==> src/bfo_pkg.sv <==
// bfo_pkg: constants and types for the bit and flag operation unit.
// assumes a single 32-bit AHB-Lite master and an 8-bit status layout chosen here.
package bfo_pkg;

  // register byte addresses
  localparam logic [7:0] BFO_ADDR_DATA   = 8'h00;
  localparam logic [7:0] BFO_ADDR_STATUS = 8'h04;
  localparam logic [7:0] BFO_ADDR_CMD    = 8'h08;
  localparam int         BFO_ADDR_LSB    = 0;
  localparam int         BFO_ADDR_MSB    = 7;

  // status register bit positions
  localparam int BFO_FLAG_C = 0;
  localparam int BFO_FLAG_Z = 1;
  localparam int BFO_FLAG_N = 2;
  localparam int BFO_FLAG_V = 3;
  localparam int BFO_FLAG_S = 4;
  localparam int BFO_FLAG_H = 5;
  localparam int BFO_FLAG_T = 6;
  localparam int BFO_FLAG_I = 7;

  // command word fields
  localparam int BFO_CMD_OP_LSB  = 0;
  localparam int BFO_CMD_OP_MSB  = 4;
  localparam int BFO_CMD_IDX_LSB = 8;
  localparam int BFO_CMD_IDX_MSB = 10;

  // reset values and the htrans NONSEQ mask
  localparam logic [7:0]  BFO_DATA_RST   = 8'h00;
  localparam logic [7:0]  BFO_STATUS_RST = 8'h00;
  localparam logic [31:0] BFO_WORD_ZERO  = 32'h0000_0000;
  localparam logic [1:0]  BFO_HTRANS_NONSEQ_BIT = 2'h2;

  typedef enum logic [4:0] {
    BFO_OP_NOP,
    BFO_OP_ROTATE_RIGHT_CARRY,
    BFO_OP_ARITH_SHIFT_RIGHT,
    BFO_OP_NIBBLE_SWAP,
    BFO_OP_STATUS_BIT_SET,
    BFO_OP_STATUS_BIT_CLEAR,
    BFO_OP_BIT_TO_TRANSFER_FLAG,
    BFO_OP_TRANSFER_FLAG_TO_BIT,
    BFO_OP_CARRY_SET,
    BFO_OP_CARRY_CLEAR,
    BFO_OP_NEGATIVE_SET,
    BFO_OP_NEGATIVE_CLEAR,
    BFO_OP_ZERO_SET,
    BFO_OP_ZERO_CLEAR,
    BFO_OP_IRQ_ENABLE,
    BFO_OP_IRQ_DISABLE,
    BFO_OP_SIGN_SET,
    BFO_OP_SIGN_CLEAR,
    BFO_OP_OVERFLOW_SET,
    BFO_OP_OVERFLOW_CLEAR
  } bfo_op_t;

  // a latched AHB address phase
  typedef struct packed {
    logic       valid;
    logic       write;
    logic [7:0] addr;
  } bfo_aphase_t;

  // a decoded command
  typedef struct packed {
    logic [2:0] idx;
    bfo_op_t    op;
  } bfo_cmd_t;

endpackage

==> src/bfo_unit.sv <==
// bfo_unit: single-cycle bit, shift and status-flag operations behind an AHB-Lite slave.
// assumes one AHB-Lite master on core_clk_in; writing the command register executes it.
// Operation
// (RULE_01) rotate right through carry, update Z C N V
// (RULE_02) arithmetic shift right keeps sign, Z C N V
// (RULE_03) copy selected register bit into transfer flag
// (RULE_04) transfer flag into selected register bit only
// (RULE_05) set or clear zero flag only
// (RULE_06) set or clear global interrupt enable only
// (RULE_07) set or clear signed-test flag only
// (RULE_08) set or clear overflow flag only
// (RULE_09) carry, negative, indexed status bit set/clear
// (RULE_10) swap nibbles, flags unchanged
//
// The implementer's own choices: the placing of the registers and the AHB-Lite slave port.
`timescale 1ns/1ns
module bfo_unit
  import bfo_pkg::*;
(
  // clock and reset
  input  wire logic        core_clk_in,
  input  wire logic        rst_in,
  // ahb-lite slave
  input  wire logic        hsel_in,
  input  wire logic [31:0] haddr_in,
  input  wire logic [1:0]  htrans_in,
  input  wire logic        hwrite_in,
  input  wire logic [2:0]  hsize_in,
  input  wire logic [31:0] hwdata_in,
  input  wire logic        hready_in,
  output logic      [31:0] hrdata_out,
  output logic             hreadyout_out,
  output logic             hresp_out,
  // results toward the core
  output logic      [7:0]  data_out,
  output logic      [7:0]  status_out
);

  function automatic logic [7:0] bfo_onehot(input logic [2:0] idx);
    bfo_onehot = 8'h01 << idx;
  endfunction

  bfo_aphase_t ph_q, ph_d;
  logic        rd_pend_q, rd_pend_d;
  logic [7:0]  data_q, data_d;
  logic [7:0]  status_q, status_d;
  logic [31:0] hrdata_q, hrdata_d;
  logic        hreadyout_q, hreadyout_d;
  logic        exec;
  bfo_cmd_t    cmd;
  logic [7:0]  res;
  logic [7:0]  st;

  assign cmd.op  = bfo_op_t'(hwdata_in[BFO_CMD_OP_MSB:BFO_CMD_OP_LSB]);
  assign cmd.idx = hwdata_in[BFO_CMD_IDX_MSB:BFO_CMD_IDX_LSB];
  assign exec    = ph_q.valid && ph_q.write && (ph_q.addr == BFO_ADDR_CMD);

  // operation datapath
  always_comb begin
    res = data_q;
    st  = status_q;
    case (cmd.op)
      BFO_OP_ROTATE_RIGHT_CARRY: begin
        res            = {status_q[BFO_FLAG_C], data_q[7:1]}; // RULE_01
        st[BFO_FLAG_C] = data_q[0];
        st[BFO_FLAG_N] = res[7];
        st[BFO_FLAG_Z] = (res == BFO_DATA_RST);
        st[BFO_FLAG_V] = res[7] ^ data_q[0];
      end
      BFO_OP_ARITH_SHIFT_RIGHT: begin
        res            = {data_q[7], data_q[7:1]}; // RULE_02
        st[BFO_FLAG_C] = data_q[0];
        st[BFO_FLAG_N] = res[7];
        st[BFO_FLAG_Z] = (res == BFO_DATA_RST);
        st[BFO_FLAG_V] = res[7] ^ data_q[0];
      end
      BFO_OP_NIBBLE_SWAP:          res = {data_q[3:0], data_q[7:4]}; // RULE_10
      BFO_OP_STATUS_BIT_SET:       st = status_q | bfo_onehot(cmd.idx); // RULE_09
      BFO_OP_STATUS_BIT_CLEAR:     st = status_q & ~bfo_onehot(cmd.idx); // RULE_09
      BFO_OP_BIT_TO_TRANSFER_FLAG: st[BFO_FLAG_T] = data_q[cmd.idx]; // RULE_03
      BFO_OP_TRANSFER_FLAG_TO_BIT: begin
        // RULE_04
        res = status_q[BFO_FLAG_T] ? (data_q | bfo_onehot(cmd.idx))
                                   : (data_q & ~bfo_onehot(cmd.idx));
      end
      BFO_OP_CARRY_SET:      st[BFO_FLAG_C] = 1'b1; // RULE_09
      BFO_OP_CARRY_CLEAR:    st[BFO_FLAG_C] = 1'b0; // RULE_09
      BFO_OP_NEGATIVE_SET:   st[BFO_FLAG_N] = 1'b1; // RULE_09
      BFO_OP_NEGATIVE_CLEAR: st[BFO_FLAG_N] = 1'b0; // RULE_09
      BFO_OP_ZERO_SET:       st[BFO_FLAG_Z] = 1'b1; // RULE_05
      BFO_OP_ZERO_CLEAR:     st[BFO_FLAG_Z] = 1'b0; // RULE_05
      BFO_OP_IRQ_ENABLE:     st[BFO_FLAG_I] = 1'b1; // RULE_06
      BFO_OP_IRQ_DISABLE:    st[BFO_FLAG_I] = 1'b0; // RULE_06
      BFO_OP_SIGN_SET:       st[BFO_FLAG_S] = 1'b1; // RULE_07
      BFO_OP_SIGN_CLEAR:     st[BFO_FLAG_S] = 1'b0; // RULE_07
      BFO_OP_OVERFLOW_SET:   st[BFO_FLAG_V] = 1'b1; // RULE_08
      BFO_OP_OVERFLOW_CLEAR: st[BFO_FLAG_V] = 1'b0; // RULE_08
      default: begin
        res = data_q;
        st  = status_q;
      end
    endcase
  end

  // bus slave: writes are zero-wait; reads take one wait state so that a read
  // right behind a write sees the written value
  always_comb begin
    ph_d        = ph_q;
    rd_pend_d   = 1'b0;
    data_d      = data_q;
    status_d    = status_q;
    hrdata_d    = hrdata_q;
    hreadyout_d = 1'b1;
    if (ph_q.valid && ph_q.write) begin
      case (ph_q.addr)
        BFO_ADDR_DATA:   data_d   = hwdata_in[7:0];
        BFO_ADDR_STATUS: status_d = hwdata_in[7:0];
        BFO_ADDR_CMD: begin
          data_d   = res;
          status_d = st;
        end
        default: data_d = data_q;
      endcase
    end
    if (rd_pend_q) begin
      case (ph_q.addr)
        BFO_ADDR_DATA:   hrdata_d = {24'h00_0000, data_q};
        BFO_ADDR_STATUS: hrdata_d = {24'h00_0000, status_q};
        default:         hrdata_d = BFO_WORD_ZERO;
      endcase
    end
    if (hready_in) begin
      ph_d.valid = hsel_in && ((htrans_in & BFO_HTRANS_NONSEQ_BIT) != 2'h0);
      ph_d.write = hwrite_in;
      ph_d.addr  = haddr_in[BFO_ADDR_MSB:BFO_ADDR_LSB];
      if (ph_d.valid && !hwrite_in) begin
        rd_pend_d   = 1'b1;
        hreadyout_d = 1'b0;
      end
    end else if (!rd_pend_q) begin
      ph_d.valid = ph_q.valid && !ph_q.write;
    end
  end

  always_ff @(posedge core_clk_in) begin
    if (rst_in) begin
      ph_q        <= '0;
      rd_pend_q   <= 1'b0;
      data_q      <= BFO_DATA_RST;
      status_q    <= BFO_STATUS_RST;
      hrdata_q    <= BFO_WORD_ZERO;
      hreadyout_q <= 1'b1;
    end else begin
      ph_q        <= ph_d;
      rd_pend_q   <= rd_pend_d;
      data_q      <= data_d;
      status_q    <= status_d;
      hrdata_q    <= hrdata_d;
      hreadyout_q <= hreadyout_d;
    end
  end

  assign hrdata_out    = hrdata_q;
  assign hreadyout_out = hreadyout_q;
  assign hresp_out     = 1'b0;
  assign data_out      = data_q;
  assign status_out    = status_q;
endmodule

==> config.mk <==
export PLATFORM = sky130hd
export DESIGN_NAME = bfo_unit
export DESIGN_NICKNAME = d
export VERILOG_FILES = /design/src/bfo_pkg.sv /design/src/bfo_unit.sv
export SDC_FILE = /design/constraint.sdc
export NUM_CORES = 1
export LEC_CHECK = 0
export BUFFER_PORTS_ARGS = -buffer_cell sky130_fd_sc_hd__buf_2
export CELL_PAD_IN_SITES_DETAIL_PLACEMENT = 2
export CELL_PAD_IN_SITES_GLOBAL_PLACEMENT = 2
export CORE_UTILIZATION = 23
export DETAILED_ROUTE_END_ITERATION = 7
export GPL_TIMING_DRIVEN = 0
export PLACE_DENSITY_LB_ADDON = 0.1
export REMOVE_ABC_BUFFERS = 1
export SYNTH_ARGS = -nofsm -noshare
export SYNTH_HDL_FRONTEND = slang
export SYNTH_SLANG_ARGS = --single-unit
==> constraint.sdc <==
create_clock -name core_clk_in -period 2.25 [get_ports core_clk_in]
set_input_delay 0.3375 -clock core_clk_in [delete_from_list [all_inputs] [get_ports core_clk_in]]
set_output_delay 0.3375 -clock core_clk_in [all_outputs]
set_load 0.02 [all_outputs]
==> results <==
- The detailed-route vias per instance is 5.35.
- For this run, the register share of the synthesized area comes to 0.270.
- IR analysis of the VDD net gives a maximum drop of 0.000285 V.
- Of the total power, the share spent switching nets is 0.299.
- For flop-to-flop paths, the worst setup slack is 80 ps.
- The number of clock buffers added by TritonCTS is 5.
- The share of total power dissipated in the clock network is 0.434.
- The total overflow reported by the global router is 0.
- The later pin in the worst-skew pair is clocked with a latency of 280 ps.
- The final non-filler cell area is 3180 sq um.
- The critical path class is flip-flop to flip-flop.
- Of the cells placed in the final design, the portion with a size suffix greater than 1 is 0.257.
- Among cell families on the critical path, the largest total delay comes from simple AND/OR/NAND/NOR gates.
- The initial utilization of the core area, before any placement, comes to 0.241.
- After technology mapping, the gate count stands at 339.
- The share of total power dissipated in sequential elements is 0.384.
- The worst hold slack is 288 ps.
- The clock tree root buffer cell is sky130_fd_sc_hd__clkbuf_16.
- The cell accounting for the most synthesized area is sky130_fd_sc_hd__dfxtp_1.
- The worst setup path is captured at a flip-flop.
- Summing internal, switching and leakage power gives 1.74 mW.
- The most numerous cell in the Yosys netlist is sky130_fd_sc_hd__dfxtp_1.
- The capture instance of the worst register-to-register path is data_out[7].
- In this run the tightest slew margin relative to its limit is 0.529.
- The signal on the critical path passes through or4_4 -> or2_4 -> or4_4 -> or3_1 -> a21oi_1.
- Of the total synthesized cell area, the portion taken by full adders, half adders and majority gates is 0.
- The worst-case clock buffer depth is 2.
- The final-report max-slew violation count came to 0.
- The area fraction in compound gates after synthesis is 0.280.
- The detail route stage leaves a number of antenna-violating nets equal to 0.
- The worst path needs 2170 ps of the cycle, external delays included.
- The number of hold violations in the final report is 0.
- The TritonCTS sink count is 36.
- The first detailed-routing pass took 6 iterations.
- After detailed routing, the average wire length per cell comes to 20.3 um.
- Detailed routing placed a total of 4880 um of wire on met2.
- The wire length on met1 is 4930 um.
- Along the worst path, the maximum fanout reaches 5.
- 124 I/O pins were placed.
- The final antenna diode count is 0.
- The number of hold buffers added after CTS was 0.
- The global-route wire length before repair is 15,800 um.
- The core box area is 11,100 sq um.
- The flow ran to the end, and the final reports show no timing, DRC or antenna violations.
- The worst register-to-register path begins at ph_q[1].
- The filler cells instantiated in the layout total 1,264.
- The final instance count without filler cells is 509.
- Across all layers, the routed design uses 2,724 vias.
- The post-synthesis mux area share is 0.0920.
- The routed length on met3 is 407 um.
- The analysis attributes to cell leakage a power of 1.25 nW.
- The transition time at the pin with the least slew margin is 705 ps.
- The net count of the finished layout is 443.
- Counting tap cells, the placed design contains a total of 497 instances.
- In this run, synthesis inferred 0 flip-flops with an integrated enable.
- The worst register-to-register path has a depth of 5.
- After synthesis, the netlist uses 63 different library cells.
- The source of the critical timing path is ph_q[1].
- The total of buffers placed on input and output ports is 49.
- Counting flops with an async set or reset pin after synthesis yields a share of 0.
- The number of global-route vias before repair came to 2,702.
- A synthesized cell averages 7.87 sq um.
- The initial antenna violation count was 0.
- The horizontal die dimension is 110 um.
- On the worst path, the slowest cell contributes a delay of 580 ps.
- The synthesized-area fraction occupied by xor and xnor cells is 0.00328.
- The instance count along the most critical hold path is 3.
- The most frequently used flop master after synthesis is sky130_fd_sc_hd__dfxtp_1.
- Of the total synthesized cell area, the portion taken by AND, OR, NAND and NOR gates is 0.223.
- Wires add up to 10,300 um.
- The worst min-delay path class is input pin to flip-flop.
- The standard cell with the maximum stage delay on the critical path is sky130_fd_sc_hd__or4_4.
- Dividing the final minimum period by the clock period gives 0.966.
- The most frequent cell on the critical path is sky130_fd_sc_hd__or4_4.
- The half-perimeter wire length after placement is 7170 um.
- The placed instances occupy a cell area of 2900 sq um.
- The mapped cell area is 2670 sq um.
- The CTS tree is yes.
- For hold timing, the worst endpoint is ph_q[3].
- From synthesis to final layout, the design area changed by 19.3%.
- The combinational power share is 0.182.
- The worst endpoint required time is 2460 ps.
- The kind of start point of the critical path is a flip-flop.
- The area share of the largest cell type after synthesis is 0.270.
- The total global routing track utilization is 0.179.
- The floorplan has 38 rows.
- At the end of routability-driven placement, the weighted congestion stood at 0.751.
- The internal portion of the total power is 1.22 mW.
- The die covers 12,000 sq um.
- The signal arrival time at the worst endpoint is 2380 ps.
- The ratio of total power to cell area is 547 nW/um^2.
- The startpoint of the most critical hold path is haddr_in[3].
- The clock arrives with 7.63 ps of skew.
- Across the run, the number of max-cap violations was 0.
- The largest net degree at the start of global routing is 32.
- The largest family of logic cells by synthesized area is compound AO/OA/AOI/OAI gates.
- The net switching power of the design is 520 uW.
- In the synthesized netlist, the cells that appear most often are sky130_fd_sc_hd__dfxtp_1, sky130_fd_sc_hd__nor2_1, sky130_fd_sc_hd__clkbuf_1, sky130_fd_sc_hd__buf_4, sky130_fd_sc_hd__a21oi_1.
- After synthesis, the cell types taking the most area are sky130_fd_sc_hd__dfxtp_1, sky130_fd_sc_hd__buf_4, sky130_fd_sc_hd__nor2_1, sky130_fd_sc_hd__mux2i_1, sky130_fd_sc_hd__clkbuf_1.
- After synthesis the netlist holds a flip-flop and latch count of 36.
- The number of buffers and inverters on the critical path is 0.
- The number of design rule violations left after detail routing is 0.
- Static timing analysis puts the maximum clock frequency at 460 MHz.
- The clock-pin slew reported for the worst setup and hold paths after clock tree synthesis is 60 ps.
- The depth of the CTS H-tree is 2.
- The detailed router's first-iteration violation count is 156.
- The die outline height is 110 um.
- For this run, the number of Yosys warnings is 0.
- The highest layer touched by signal routing is met4.
- The final setup violation count is 0.
## layout make-up
cell class / count / area (sq um) / share of cell area
Tap cell: 140 / 175 / 0.0551
Sequential cell: 36 / 721 / 0.227
Clock buffer: 7 / 153 / 0.0480
Multi-Input combinational cell: 260 / 1780 / 0.559
Inverter: 10 / 37.5 / 0.0118
Timing Repair Buffer: 56 / 318 / 0.0999
## power groups by stage
| stage | clock [mW] | sequential (mW) | combinational, mW |
|---|---|---|---|
| 2_1_floorplan | 0 | 0.681 | 0.159 |
| 3_3_place_gp | 0 | 0.679 | 0.279 |
| 3_5_place_dp | 0 | 0.680 | 0.289 |
| 4_1_cts | 0.777 | 0.667 | 0.307 |
| 5_1_grt | 0.799 | 0.670 | 0.348 |
| 6_report | 0.756 | 0.668 | 0.317 |
## routing by layer
layer,vias up,GRT usage
met2,77,0.296
met1,1356,0.247
met5,-,0
met3,13,0.0225
li1,1278,-
met4,0,0.0381
## flip-flops by register name (all words and copies together), names as in the netlist, named ones only
| signal | count |
|---|---|
| data_out | 8 |
| rd_pend_q | 1 |
| hreadyout_out | 1 |
| ph_q | 10 |
| hrdata_out | 8 |
| status_out | 7 |
## how the worst max path moves through the flow
| stage | endpoint | cells after the start |
|---|---|---|
| after CTS | hrdata_out[2] | 6 |
| final | data_out[7] | 5 |
| after floorplan | status_out[1] | 5 |
| after detailed placement | hrdata_out[0] | 5 |
| after global placement | status_out[6] | 5 |
| after global routing | data_out[7] | 5 |
## cell families (layout without fill, tap and decap cells)
kind of cell	count (synthesis)	in the layout
mux	21	21
xor+xnor	1	1
buf+inv	67	73
other cells	1	25
compound gates	105	105
simple gates	108	108
flops	36	36
## what timing repair did
item	CTS	global route
gates resized for setup	7	10
pin swaps	5	2
setup endpoints to repair	20	22
setup buffers	3	2
## through the flow
| step | setup slack (ps) | TNS, ps | util |
|---|---|---|---|
| final | 76.8 | 0 | 0.287 |
| after global routing | -26.3 | -26.3 | 0.287 |
| after CTS | -33.9 | -135 | 0.281 |
| after detailed placement | -381 | -4740 | 0.262 |
| after global placement | -1110 | -11080 | 0.259 |
| after floorplan | -125 | -309 | - |
## placed cells by master, fill, tap and decap left out, drive strengths merged, types with 3 or more instances in the layout
cell,n
a21oi,20
clkbuf,7
mux2,8
and3,3
nor4,3
inv,10
nor3b,5
or4,5
a222oi,7
or2,3
buf,56
nand2b,3
a31oi,5
o21ai,16
conb,25
a211oi,9
a22o,7
a311oi,3
mux2i,11
nor2b,6
o211ai,3
nor3,9
nand3b,3
nand2,16
a22oi,10
nor2,35
dfxtp,36
## worst reg2reg max path, cell delays in order (launching register included)
cell	delay, ps
sky130_fd_sc_hd__dfxtp_1	310
sky130_fd_sc_hd__or4_4	580
sky130_fd_sc_hd__or2_4	310
sky130_fd_sc_hd__or4_4	430
sky130_fd_sc_hd__or3_1	350
sky130_fd_sc_hd__a21oi_1	120
Note: power is estimated with default switching activity, not from simulation.
